**config.mk**
```make
export PLATFORM = sky130hd
export DESIGN_NAME = pecint_top
export DESIGN_NICKNAME = d
export VERILOG_FILES = /design/src/core/pecint_pkg.sv /design/src/core/pecint_edge_if.sv /design/src/core/pecint_edge_det.sv /design/src/core/pecint_top.sv
export SDC_FILE = /design/constraint.sdc
export NUM_CORES = 1
export LEC_CHECK = 0
export ABC_AREA = 1
export BUFFER_PORTS_ARGS = -buffer_cell sky130_fd_sc_hd__buf_2
export CELL_PAD_IN_SITES_DETAIL_PLACEMENT = 0
export CELL_PAD_IN_SITES_GLOBAL_PLACEMENT = 1
export CORE_AREA = 2 2 114 116
export DETAILED_ROUTE_END_ITERATION = 7
export DIE_AREA = 0 0 116 118
export MAX_ROUTING_LAYER = met4
export PLACE_DENSITY = 0.9
export SYNTH_ARGS = -nofsm -noshare
export SYNTH_HDL_FRONTEND = slang
export SYNTH_HIERARCHICAL = 1
export SYNTH_SLANG_ARGS = --single-unit
```
**constraint.sdc**
```tcl
create_clock -name aclk -period 1.4 [get_ports aclk]
set_input_delay 0.21 -clock aclk [delete_from_list [all_inputs] [get_ports aclk]]
set_output_delay 0.21 -clock aclk [all_outputs]
set_load 0.02 [all_outputs]
```
**src/core/pecint_pkg.sv**
```systemverilog
// package for the pin edge change interrupt block
// assumes a 32-bit axi4-lite register bus, byte addresses, one word per register
package pecint_pkg;
    localparam logic [7:0] PECINT_OFF_PA_RISE  = 8'h00;
    localparam logic [7:0] PECINT_OFF_PA_FALL  = 8'h04;
    localparam logic [7:0] PECINT_OFF_PA_FLAG  = 8'h08;
    localparam logic [7:0] PECINT_OFF_PB_RISE  = 8'h0C;
    localparam logic [7:0] PECINT_OFF_PB_FALL  = 8'h10;
    localparam logic [7:0] PECINT_OFF_PB_FLAG  = 8'h14;
    localparam logic [7:0] PECINT_OFF_CTRL     = 8'h18;
    localparam logic [7:0] PECINT_PA_MASK      = 8'h3B;
    localparam logic [7:0] PECINT_PB_MASK      = 8'hF0;
    localparam logic [7:0] PECINT_PA_LOW_MASK  = 8'h03;
    localparam logic [7:0] PECINT_RST_BYTE     = 8'h00;
    localparam int         PECINT_CTRL_MEN_BIT = 0;
    localparam int         PECINT_CTRL_CMB_BIT = 1;
    localparam int         PECINT_CTRL_USB_BIT = 2;
    localparam logic [1:0] PECINT_RESP_OKAY    = 2'b00;
    localparam logic [1:0] PECINT_RESP_SLVERR  = 2'b10;
endpackage

```
**src/core/pecint_edge_if.sv**
```systemverilog
// carries pin samples, enables and detected edges between the top and the detector
// assumes one clock domain, driven by the top module
`timescale 1ns/1ps
interface pecint_edge_if;
    logic [7:0] pins;
    logic [7:0] rise_en;
    logic [7:0] fall_en;
    logic [7:0] hit;
    modport top (output pins, output rise_en, output fall_en, input hit);
    modport det (input pins, input rise_en, input fall_en, output hit);
endinterface

```
**src/core/pecint_edge_det.sv**
```systemverilog
// per-port synchroniser and edge detector for eight pins
// assumes pins are asynchronous; enables come from the register file
`timescale 1ns/1ps
module pecint_edge_det
    import pecint_pkg::*;
(
    input  wire logic   aclk,
    input  wire logic   aresetn,
    pecint_edge_if.det  e
);
    logic [7:0] sync1_r;
    logic [7:0] sync2_r;
    logic [7:0] prev_r;

    always_ff @(posedge aclk) begin
        if (!aresetn) begin
            sync1_r <= PECINT_RST_BYTE;
            sync2_r <= PECINT_RST_BYTE;
            prev_r  <= PECINT_RST_BYTE;
        end else begin
            sync1_r <= e.pins;
            sync2_r <= sync1_r;
            prev_r  <= sync2_r;
        end
    end

    // edge is a compare of the synced level with the previous cycle
    assign e.hit = (e.rise_en & sync2_r & ~prev_r)
                 | (e.fall_en & ~sync2_r & prev_r);
endmodule // pecint_edge_det

```
**src/core/pecint_top.sv**
```systemverilog
// pin edge change interrupt block: two ports, axi4-lite registers
// assumes pins asynchronous to aclk; wake and irq go to the core's power and interrupt logic
// Notes on behaviour
// - wake request from sleep only while master enable is set
// - flags update during sleep, before the core resumes executing
// - port a rising enables live at bits 5-3 and 1-0
// - port a falling enables live at bits 5-3 and 1-0
// - port b rising enables live at bits 7-4
// - port b falling enables live at bits 7-4
// - port a flag sets on an enabled rising or falling edge
// - port b flag sets on an enabled rising or falling edge
// - flags stay set until software writes zero
// - unused bit positions read zero and ignore writes
// - port a low pins detect only while usb function is off
// - any enabled edge sets pin flag and combined flag
// - combined flag is the or of all pin flags
// - detection continues with master enable clear; only interrupt and wake request suppressed
// - an edge during a flag write leaves that flag set
`timescale 1ns/1ps
module pecint_top
    import pecint_pkg::*;
(
    input  wire logic        aclk,
    input  wire logic        aresetn,
    input  wire logic [7:0]  s_axi_awaddr,
    input  wire logic        s_axi_awvalid,
    output logic             s_axi_awready,
    input  wire logic [31:0] s_axi_wdata,
    input  wire logic [3:0]  s_axi_wstrb,
    input  wire logic        s_axi_wvalid,
    output logic             s_axi_wready,
    output logic [1:0]       s_axi_bresp,
    output logic             s_axi_bvalid,
    input  wire logic        s_axi_bready,
    input  wire logic [7:0]  s_axi_araddr,
    input  wire logic        s_axi_arvalid,
    output logic             s_axi_arready,
    output logic [31:0]      s_axi_rdata,
    output logic [1:0]       s_axi_rresp,
    output logic             s_axi_rvalid,
    input  wire logic        s_axi_rready,
    input  wire logic [7:0]  porta_pin,
    input  wire logic [7:0]  portb_pin,
    input  wire logic        usb_enabled,
    output logic             change_combined_flag,
    output logic             change_irq,
    output logic             wake_req
);
    logic [7:0] porta_rising_enable_r;
    logic [7:0] porta_falling_enable_r;
    logic [7:0] porta_change_flags_r;
    logic [7:0] portb_rising_enable_r;
    logic [7:0] portb_falling_enable_r;
    logic [7:0] portb_change_flags_r;
    logic       change_master_enable_r;
    logic       usb_s1_r;
    logic       usb_s2_r;

    logic [7:0] aw_addr_r;
    logic       aw_full_r;
    logic [7:0] w_data_r;
    logic       w_lane0_r;
    logic       w_full_r;
    logic [1:0] bresp_r;
    logic       bvalid_r;
    logic [31:0] rdata_r;
    logic [1:0] rresp_r;
    logic       rvalid_r;

    logic       wr_go;
    logic       wr_hit;
    logic [7:0] pa_hit;
    logic [7:0] pb_hit;
    logic [7:0] pa_det_en;
    logic [7:0] rd_val;
    logic       rd_hit;
    logic       wr_pa_rise;
    logic       wr_pa_fall;
    logic       wr_pa_flag;
    logic       wr_pb_rise;
    logic       wr_pb_fall;
    logic       wr_pb_flag;
    logic       wr_ctrl;
    logic [7:0] porta_change_flags_nxt;
    logic [7:0] portb_change_flags_nxt;
    logic [7:0] ctrl_rd;

    pecint_edge_if pa_if ();
    pecint_edge_if pb_if ();

    // usb enable is from another block's domain
    always_ff @(posedge aclk) begin
        if (!aresetn) begin
            usb_s1_r <= 1'b0;
            usb_s2_r <= 1'b0;
        end else begin
            usb_s1_r <= usb_enabled;
            usb_s2_r <= usb_s1_r;
        end
    end

    // low port a pins lose their digital buffer while usb owns them
    assign pa_det_en = usb_s2_r ? ~PECINT_PA_LOW_MASK : 8'hFF;

    assign pa_if.pins    = porta_pin;
    assign pa_if.rise_en = porta_rising_enable_r & pa_det_en;
    assign pa_if.fall_en = porta_falling_enable_r & pa_det_en;
    assign pa_hit        = pa_if.hit & PECINT_PA_MASK;
    assign pb_if.pins    = portb_pin;
    assign pb_if.rise_en = portb_rising_enable_r;
    assign pb_if.fall_en = portb_falling_enable_r;
    assign pb_hit        = pb_if.hit & PECINT_PB_MASK;

    pecint_edge_det u_det_a (
        .aclk    (aclk),
        .aresetn (aresetn),
        .e       (pa_if.det)
    );

    pecint_edge_det u_det_b (
        .aclk    (aclk),
        .aresetn (aresetn),
        .e       (pb_if.det)
    );

    // write channel: address and data caught independently, either order
    assign s_axi_awready = !aw_full_r && !bvalid_r;
    assign s_axi_wready  = !w_full_r && !bvalid_r;
    assign wr_go         = aw_full_r && w_full_r && !bvalid_r;
    assign wr_hit        = wr_go && w_lane0_r;

    always_ff @(posedge aclk) begin
        if (!aresetn) begin
            aw_full_r <= 1'b0;
        end else if (s_axi_awvalid && s_axi_awready) begin
            aw_full_r <= 1'b1;
        end else if (wr_go) begin
            aw_full_r <= 1'b0;
        end
    end

    // address is captured only on acceptance, so it holds until the write retires
    always_ff @(posedge aclk) begin
        if (!aresetn) begin
            aw_addr_r <= 8'h00;
        end else if (s_axi_awvalid && s_axi_awready) begin
            aw_addr_r <= s_axi_awaddr;
        end
    end

    always_ff @(posedge aclk) begin
        if (!aresetn) begin
            w_full_r <= 1'b0;
        end else if (s_axi_wvalid && s_axi_wready) begin
            w_full_r <= 1'b1;
        end else if (wr_go) begin
            w_full_r <= 1'b0;
        end
    end

    // only the low byte lane carries a register; upper lanes are dropped on purpose
    always_ff @(posedge aclk) begin
        if (!aresetn) begin
            w_data_r  <= 8'h00;
            w_lane0_r <= 1'b0;
        end else if (s_axi_wvalid && s_axi_wready) begin
            w_data_r  <= s_axi_wdata[7:0];
            w_lane0_r <= s_axi_wstrb[0];
        end
    end

    // one strobe per register keeps the update blocks free of address compares
    assign wr_pa_rise = wr_hit && (aw_addr_r == PECINT_OFF_PA_RISE);
    assign wr_pa_fall = wr_hit && (aw_addr_r == PECINT_OFF_PA_FALL);
    assign wr_pa_flag = wr_hit && (aw_addr_r == PECINT_OFF_PA_FLAG);
    assign wr_pb_rise = wr_hit && (aw_addr_r == PECINT_OFF_PB_RISE);
    assign wr_pb_fall = wr_hit && (aw_addr_r == PECINT_OFF_PB_FALL);
    assign wr_pb_flag = wr_hit && (aw_addr_r == PECINT_OFF_PB_FLAG);
    assign wr_ctrl    = wr_hit && (aw_addr_r == PECINT_OFF_CTRL);

    always_ff @(posedge aclk) begin
        if (!aresetn) begin
            bvalid_r <= 1'b0;
        end else if (wr_go) begin
            bvalid_r <= 1'b1;
        end else if (s_axi_bready) begin
            bvalid_r <= 1'b0;
        end
    end

    // unmapped addresses answer slverr and change nothing
    always_ff @(posedge aclk) begin
        if (!aresetn) begin
            bresp_r <= PECINT_RESP_OKAY;
        end else if (wr_go) begin
            case (aw_addr_r)
                PECINT_OFF_PA_RISE, PECINT_OFF_PA_FALL, PECINT_OFF_PA_FLAG,
                PECINT_OFF_PB_RISE, PECINT_OFF_PB_FALL, PECINT_OFF_PB_FLAG,
                PECINT_OFF_CTRL: begin
                    bresp_r <= PECINT_RESP_OKAY;
                end
                default: begin
                    bresp_r <= PECINT_RESP_SLVERR;
                end
            endcase
        end
    end

    assign s_axi_bvalid = bvalid_r;
    assign s_axi_bresp  = bresp_r;

    // enable registers; unimplemented bits masked off on write
    always_ff @(posedge aclk) begin
        if (!aresetn) begin
            porta_rising_enable_r <= PECINT_RST_BYTE;
        end else if (wr_pa_rise) begin
            porta_rising_enable_r <= w_data_r & PECINT_PA_MASK;
        end
    end

    always_ff @(posedge aclk) begin
        if (!aresetn) begin
            porta_falling_enable_r <= PECINT_RST_BYTE;
        end else if (wr_pa_fall) begin
            porta_falling_enable_r <= w_data_r & PECINT_PA_MASK;
        end
    end

    always_ff @(posedge aclk) begin
        if (!aresetn) begin
            portb_rising_enable_r <= PECINT_RST_BYTE;
        end else if (wr_pb_rise) begin
            portb_rising_enable_r <= w_data_r & PECINT_PB_MASK;
        end
    end

    always_ff @(posedge aclk) begin
        if (!aresetn) begin
            portb_falling_enable_r <= PECINT_RST_BYTE;
        end else if (wr_pb_fall) begin
            portb_falling_enable_r <= w_data_r & PECINT_PB_MASK;
        end
    end

    always_ff @(posedge aclk) begin
        if (!aresetn) begin
            change_master_enable_r <= 1'b0;
        end else if (wr_ctrl) begin
            change_master_enable_r <= w_data_r[PECINT_CTRL_MEN_BIT];
        end
    end

    // flags: a same-cycle edge wins over a software write of zero
    always_comb begin
        porta_change_flags_nxt = porta_change_flags_r;
        if (wr_pa_flag) begin
            porta_change_flags_nxt = w_data_r & PECINT_PA_MASK;
        end
        porta_change_flags_nxt = porta_change_flags_nxt | pa_hit;
    end

    always_ff @(posedge aclk) begin
        if (!aresetn) begin
            porta_change_flags_r <= PECINT_RST_BYTE;
        end else begin
            porta_change_flags_r <= porta_change_flags_nxt;
        end
    end

    always_comb begin
        portb_change_flags_nxt = portb_change_flags_r;
        if (wr_pb_flag) begin
            portb_change_flags_nxt = w_data_r & PECINT_PB_MASK;
        end
        portb_change_flags_nxt = portb_change_flags_nxt | pb_hit;
    end

    always_ff @(posedge aclk) begin
        if (!aresetn) begin
            portb_change_flags_r <= PECINT_RST_BYTE;
        end else begin
            portb_change_flags_r <= portb_change_flags_nxt;
        end
    end

    // combined flag is an or of held flags, so it clears only with them
    assign change_combined_flag = |{porta_change_flags_r, portb_change_flags_r};
    // detection needs no core clock gating here; flags settle before wake is seen
    assign change_irq = change_combined_flag && change_master_enable_r;
    assign wake_req   = change_combined_flag && change_master_enable_r;

    // status view: master enable, combined flag and the synced usb level
    always_comb begin
        ctrl_rd                      = 8'h00;
        ctrl_rd[PECINT_CTRL_MEN_BIT] = change_master_enable_r;
        ctrl_rd[PECINT_CTRL_CMB_BIT] = change_combined_flag;
        ctrl_rd[PECINT_CTRL_USB_BIT] = usb_s2_r;
    end

    // read channel: one outstanding read, answered the cycle after arvalid is taken
    assign s_axi_arready = !rvalid_r;

    always_comb begin
        rd_val = 8'h00;
        rd_hit = 1'b1;
        case (s_axi_araddr)
            PECINT_OFF_PA_RISE: rd_val = porta_rising_enable_r;
            PECINT_OFF_PA_FALL: rd_val = porta_falling_enable_r;
            PECINT_OFF_PA_FLAG: rd_val = porta_change_flags_r;
            PECINT_OFF_PB_RISE: rd_val = portb_rising_enable_r;
            PECINT_OFF_PB_FALL: rd_val = portb_falling_enable_r;
            PECINT_OFF_PB_FLAG: rd_val = portb_change_flags_r;
            PECINT_OFF_CTRL:    rd_val = ctrl_rd;
            default: rd_hit = 1'b0;
        endcase
    end

    always_ff @(posedge aclk) begin
        if (!aresetn) begin
            rvalid_r <= 1'b0;
        end else if (s_axi_arvalid && s_axi_arready) begin
            rvalid_r <= 1'b1;
        end else if (s_axi_rready) begin
            rvalid_r <= 1'b0;
        end
    end

    // payload loads only on acceptance, so it holds while rvalid waits for rready
    always_ff @(posedge aclk) begin
        if (!aresetn) begin
            rdata_r <= 32'h0000_0000;
            rresp_r <= PECINT_RESP_OKAY;
        end else if (s_axi_arvalid && s_axi_arready) begin
            rdata_r <= {24'h00_0000, rd_val};
            rresp_r <= rd_hit ? PECINT_RESP_OKAY : PECINT_RESP_SLVERR;
        end
    end

    assign s_axi_rvalid = rvalid_r;
    assign s_axi_rdata  = rdata_r;
    assign s_axi_rresp  = rresp_r;
endmodule // pecint_top

```
# ---- Yosys cells after proc, flatten, opt, wreduce, memory -nomap -nowiden
# Cells that the tools add are included.
dict set report totals {
  reg_bits 112
  in_bits 76
  out_inout_bits 44
}
dict set report classes {
  n_mux 14
  bitwise_logic 18
  n_reduce_logical 29
  eq_ne 12
}
# operator count
set ops {}
lappend ops {{8-bit case mux with 7 select lines} 1}
lappend ops {{8-bit by 5-bit equality test with 1-bit output (second input constant)} 6}
lappend ops {{6-bit AND} 6}
lappend ops {{8-bit AND} 4}
lappend ops {{8-bit by 4-bit equality test with 1-bit output (second input constant)} 4}
lappend ops {{8-bit by 3-bit equality test with 1-bit output (second input constant)} 2}
lappend ops {{1-bit logical AND} 16}
lappend ops {{8-bit zero test} 2}
lappend ops {{8-bit 2-to-1 mux} 2}
lappend ops {{8-bit NOT} 2}
lappend ops {{8-bit OR} 2}
lappend ops {{16-bit OR reduction} 1}
lappend ops {{7-bit OR reduction} 2}
lappend ops {{6-bit NOT} 2}
lappend ops {{1-bit 2-to-1 mux} 8}
lappend ops {{8-bit by 6-bit OR with 8-bit output} 1}
lappend ops {{2-bit nonzero test} 4}
lappend ops {{2-bit 2-to-1 mux} 3}
lappend ops {{6-bit OR} 1}
lappend ops {{1-bit zero test} 4}

# ---- Depth between registers and ports, before layout
dict set report depth {
  ltp_word 6
  depth_mapped 10
}

# ---- Hierarchy
# The synthesis kept the hierarchy.
# mod cells_per_inst area_per_inst_um2 seq_area_each_um2 instances
set by_module_without_submodules {}
lappend by_module_without_submodules {pecint_top 409 2896.5 1201.2 1}
lappend by_module_without_submodules {pecint_edge_det 114 853.3 480.5 2}

# ---- Least setup slack after synthesis
# No wires, ideal clock.
dict set report synth_path {
  path_type {reg2out}
  from {register portb_change_flags_r[7]}
  to {output wake_req}
  n_path_buf 1
  slack_ns -0.079
  stages_incl_launch_ff 6
  t_required_ns 1.190
  t_arrival_ns 1.269
  path_cell_list {dfxtp_1 -> nor2_1 -> nand2_1 -> nor2_1 -> a21boi_0 -> buf_4}
}
dict set report synth_via {
  elab_chain_cells 2
}
# item line
set synth_rtl {}
lappend synth_rtl {{from (decl)} pecint_top.sv:54} ;# logic [7:0] portb_change_flags_r;
lappend synth_rtl {{from (signal assigned)} pecint_top.sv:282} ;# portb_change_flags_r <= portb_change_flags_nxt;
lappend synth_rtl {{16-bit OR reduction} pecint_top.sv:287} ;# assign change_combined_flag = |{porta_change_flags_r, portb_change_flags_r};
lappend synth_rtl {{1-bit logical AND} -}
lappend synth_rtl {{to (decl)} pecint_top.sv:47} ;# output logic wake_req
# No other way between the ends.

# ---- Worst setup path in the final report
dict set report layout_path {
  from {register porta_change_flags_r[3]}
  to {output change_irq}
}
dict set report layout_via {
  elab_chain_cells 2
}
# item line
set layout_rtl {}
lappend layout_rtl {{from (decl)} pecint_top.sv:51} ;# logic [7:0] porta_change_flags_r;
lappend layout_rtl {{from (signal assigned)} pecint_top.sv:266} ;# porta_change_flags_r <= porta_change_flags_nxt;
lappend layout_rtl {{16-bit OR reduction} pecint_top.sv:287}
lappend layout_rtl {{1-bit logical AND} pecint_top.sv:289} ;# assign change_irq = change_combined_flag && change_master_enable_r;
lappend layout_rtl {{to (decl)} pecint_top.sv:46} ;# output logic change_irq,
# No other way between the ends.

==> run summary <==
Status -> complete, but fails checks
Failing checks -> setup timing
Largest net degree at the start of global routing -> 33
Vias -> 3,334
Die H -> 118 um
Max-slew violation count -> 0
Post-route clock period utilization -> 1.053
Reg-to-reg setup timing slack -> 0.04 ns
Diode count -> 0
Clk pin slew, worst setup/hold paths -> 0.06 ns
Area after DPL -> 4302 um^2
DRC viols -> 0
Crit path DAT -> 1.26 ns
Die area -> 13,690 um^2
Area of the multi-input gates -> 1749 um^2
Maximum root-to-sink buffer count -> 2
Final net count -> 690
Area Growth Syn to Fin -> 24.31%
PD cells -> 1112 nW/um^2
Initial antenna violation count -> 0
Worst setup EP type -> output pin
GR Util All Layers -> 0.1315
Total power -> 5357 uW
Largest stage delay, worst path -> 0.35 ns
Post-Synthesis Cells -> 539
Peak VDD IR -> 0.5544 mV
CTS H-Tree Depth -> 3
Worst-skew pair later-pin latency -> 0.34 ns
Startpoint types -> register
Setup total negative slack -> -0.2016 ns
DR WL/cell -> 11.08 um
Share of layout cells above drive strength 1 -> 0.2399
FF-to-FF path depth -> 9
First-pass GRT wire length -> 13,910 um
Worst r2r src -> aw_addr_r[0]
Final GP Congestion -> 0.8075
Critical path fanouts, max -> 3
Critical path data required time -> 1.19 ns
Die width -> 116 um
CTS tree -> yes
Register area -> 1758 um^2
Endpoints failing hold -> 0
Num CTS Buffers -> 9
Core Rows -> 41
Final setup viols -> 3
Worst path cell trace -> nor2_1 > nand2_1 > nor2_4 > a21boi_2 > buf_6
Drt pass-1 iters -> 4
Critical Path Sink -> change_irq
Starting Density -> 0.3122
Layout filler cell count -> 1,327
DP HPWL -> 6188 um
Reg2Reg Capture Point -> pb_if.fall_en[6]
Setup Skew -> 0.01098 ns
Synth Warn # -> 6
Grt ovf -> 0
CTS Sinks -> 87
Fmax -> 678.7 MHz
Port bufs -> 58
Clk root buf -> clkbuf_16
Worst setup margin -> -0.07351 ns
Mapped Area -> 3876 um^2
Hold/Removal Path Class -> primary input to register
Violation count after the first detailed-route iteration -> 181
Slowest-stage cell, CP -> dfxtp_2
Drt via density -> 4.226
Critical path startpoint -> porta_change_flags_r[3]
Syn Area/Cell -> 7.191 um^2
Post-route cell area -> 4818 um^2
RSZ-0062 raised after global routing -> true
Critical path class -> register to output pin
Antenna-violating nets left -> 0
Total Wirelength -> 8745 um
Fin crit period -> 1.474 ns
Max cap viols -> 0
Placeable Area -> 12,410 um^2
Top Ports -> 120
Leak -> 0.002462 uW
Vias in the first global route -> 2,954
cell type report:
| cell class | instances | share of cell area |
|---|---|---|
| Sequential cell | 87 | 0.3648 |
| Multi-Input combinational cell | 344 | 0.3630 |
| Timing Repair Buffer | 76 | 0.09738 |
| Inverter | 96 | 0.07764 |
| Clock buffer | 9 | 0.04674 |
| Tap cell | 172 | 0.04466 |
| Clock inverter | 5 | 0.005713 |
state kept, by name, indices dropped and copies added, names as in the netlist, 5 cells and up:
register,count
aw_addr_r,8
s_axi_rdata,8
w_data_r,7
porta_change_flags_r,5
porta_falling_enable_r,5
porta_rising_enable_r,5
u_det_a/prev_r,5
u_det_a/sync1_r,5
u_det_a/sync2_r,5
metrics by stage:
step	setup WS (ns)	cells	util	hold slack (ns)
after detailed placement	-0.02914	766	0.3465	0.3965
final	-0.07351	789	0.3881	0.05518
after global placement	0.02747	766	0.3465	0.3936
after floorplan	-0.04507	564	-	0.3076
after CTS	-0.06582	782	0.3717	0.04580
after global routing	-0.1267	789	0.3881	0.05493
layer usage:
layer  global-route usage  part of all wire  up-vias
li1                     -                 -     1780
met1               0.1818              0.51     1458
met2               0.1890              0.42       86
met3              0.02987             0.054       10
met4              0.04390             0.014        0
met5                    -                 0        -
power by group:
group          internal (uW)  switching, uW
Clock                   1170            951
Sequential              2570           62.8
Combinational            209            396
critical path, delay by kind of cell, from the launching register on:
family / cells / cell delay (ns)
flops: 1 / 0.35
buf+inv: 1 / 0.15
simple gates: 3 / 0.22
compound gates: 1 / 0.21
cells in the final DEF, fill, tap and decap left out, types with 4 or more instances in the layout:
cell type,n
conb_1,26
buf_2,55
o21bai_1,5
nor2_4,8
dfxtp_2,10
o21ai_2,4
nor2_2,4
clkinv_2,5
clkbuf_16,9
o21ai_1,15
a21oi_1,37
nand2_2,8
inv_2,6
inv_1,88
buf_4,16
nor2_1,47
nand3_1,41
o21ai_0,29
nand2_1,99
dfxtp_1,76
what timing repair did:
item | 4_1_cts | 5_1_grt
buffers inserted | 1 | 5
hold buffers | 0 | 0
cloned | 1 | 2
setup endpoints to repair | 9 | 31
pin swaps | 4 | 19
gates resized for setup | 18 | 53
worst min-delay path by stage:
stage | slack (ns) | endpoint | from | depth (start not counted)
after global placement | 0.39 | u_det_b/sync2_r[6] | u_det_b/sync1_r[6] | 2
after detailed placement | 0.40 | u_det_b/sync1_r[4] | portb_pin[4] | 3
final | 0.06 | u_det_a/sync1_r[4] | porta_pin[4] | 3
after floorplan | 0.31 | u_det_a/prev_r[0] | aresetn | 2
after CTS | 0.05 | u_det_a/sync1_r[4] | porta_pin[4] | 3
after global routing | 0.05 | u_det_b/sync1_r[7] | portb_pin[7] | 3
Power figures use the tool's default switching activity.
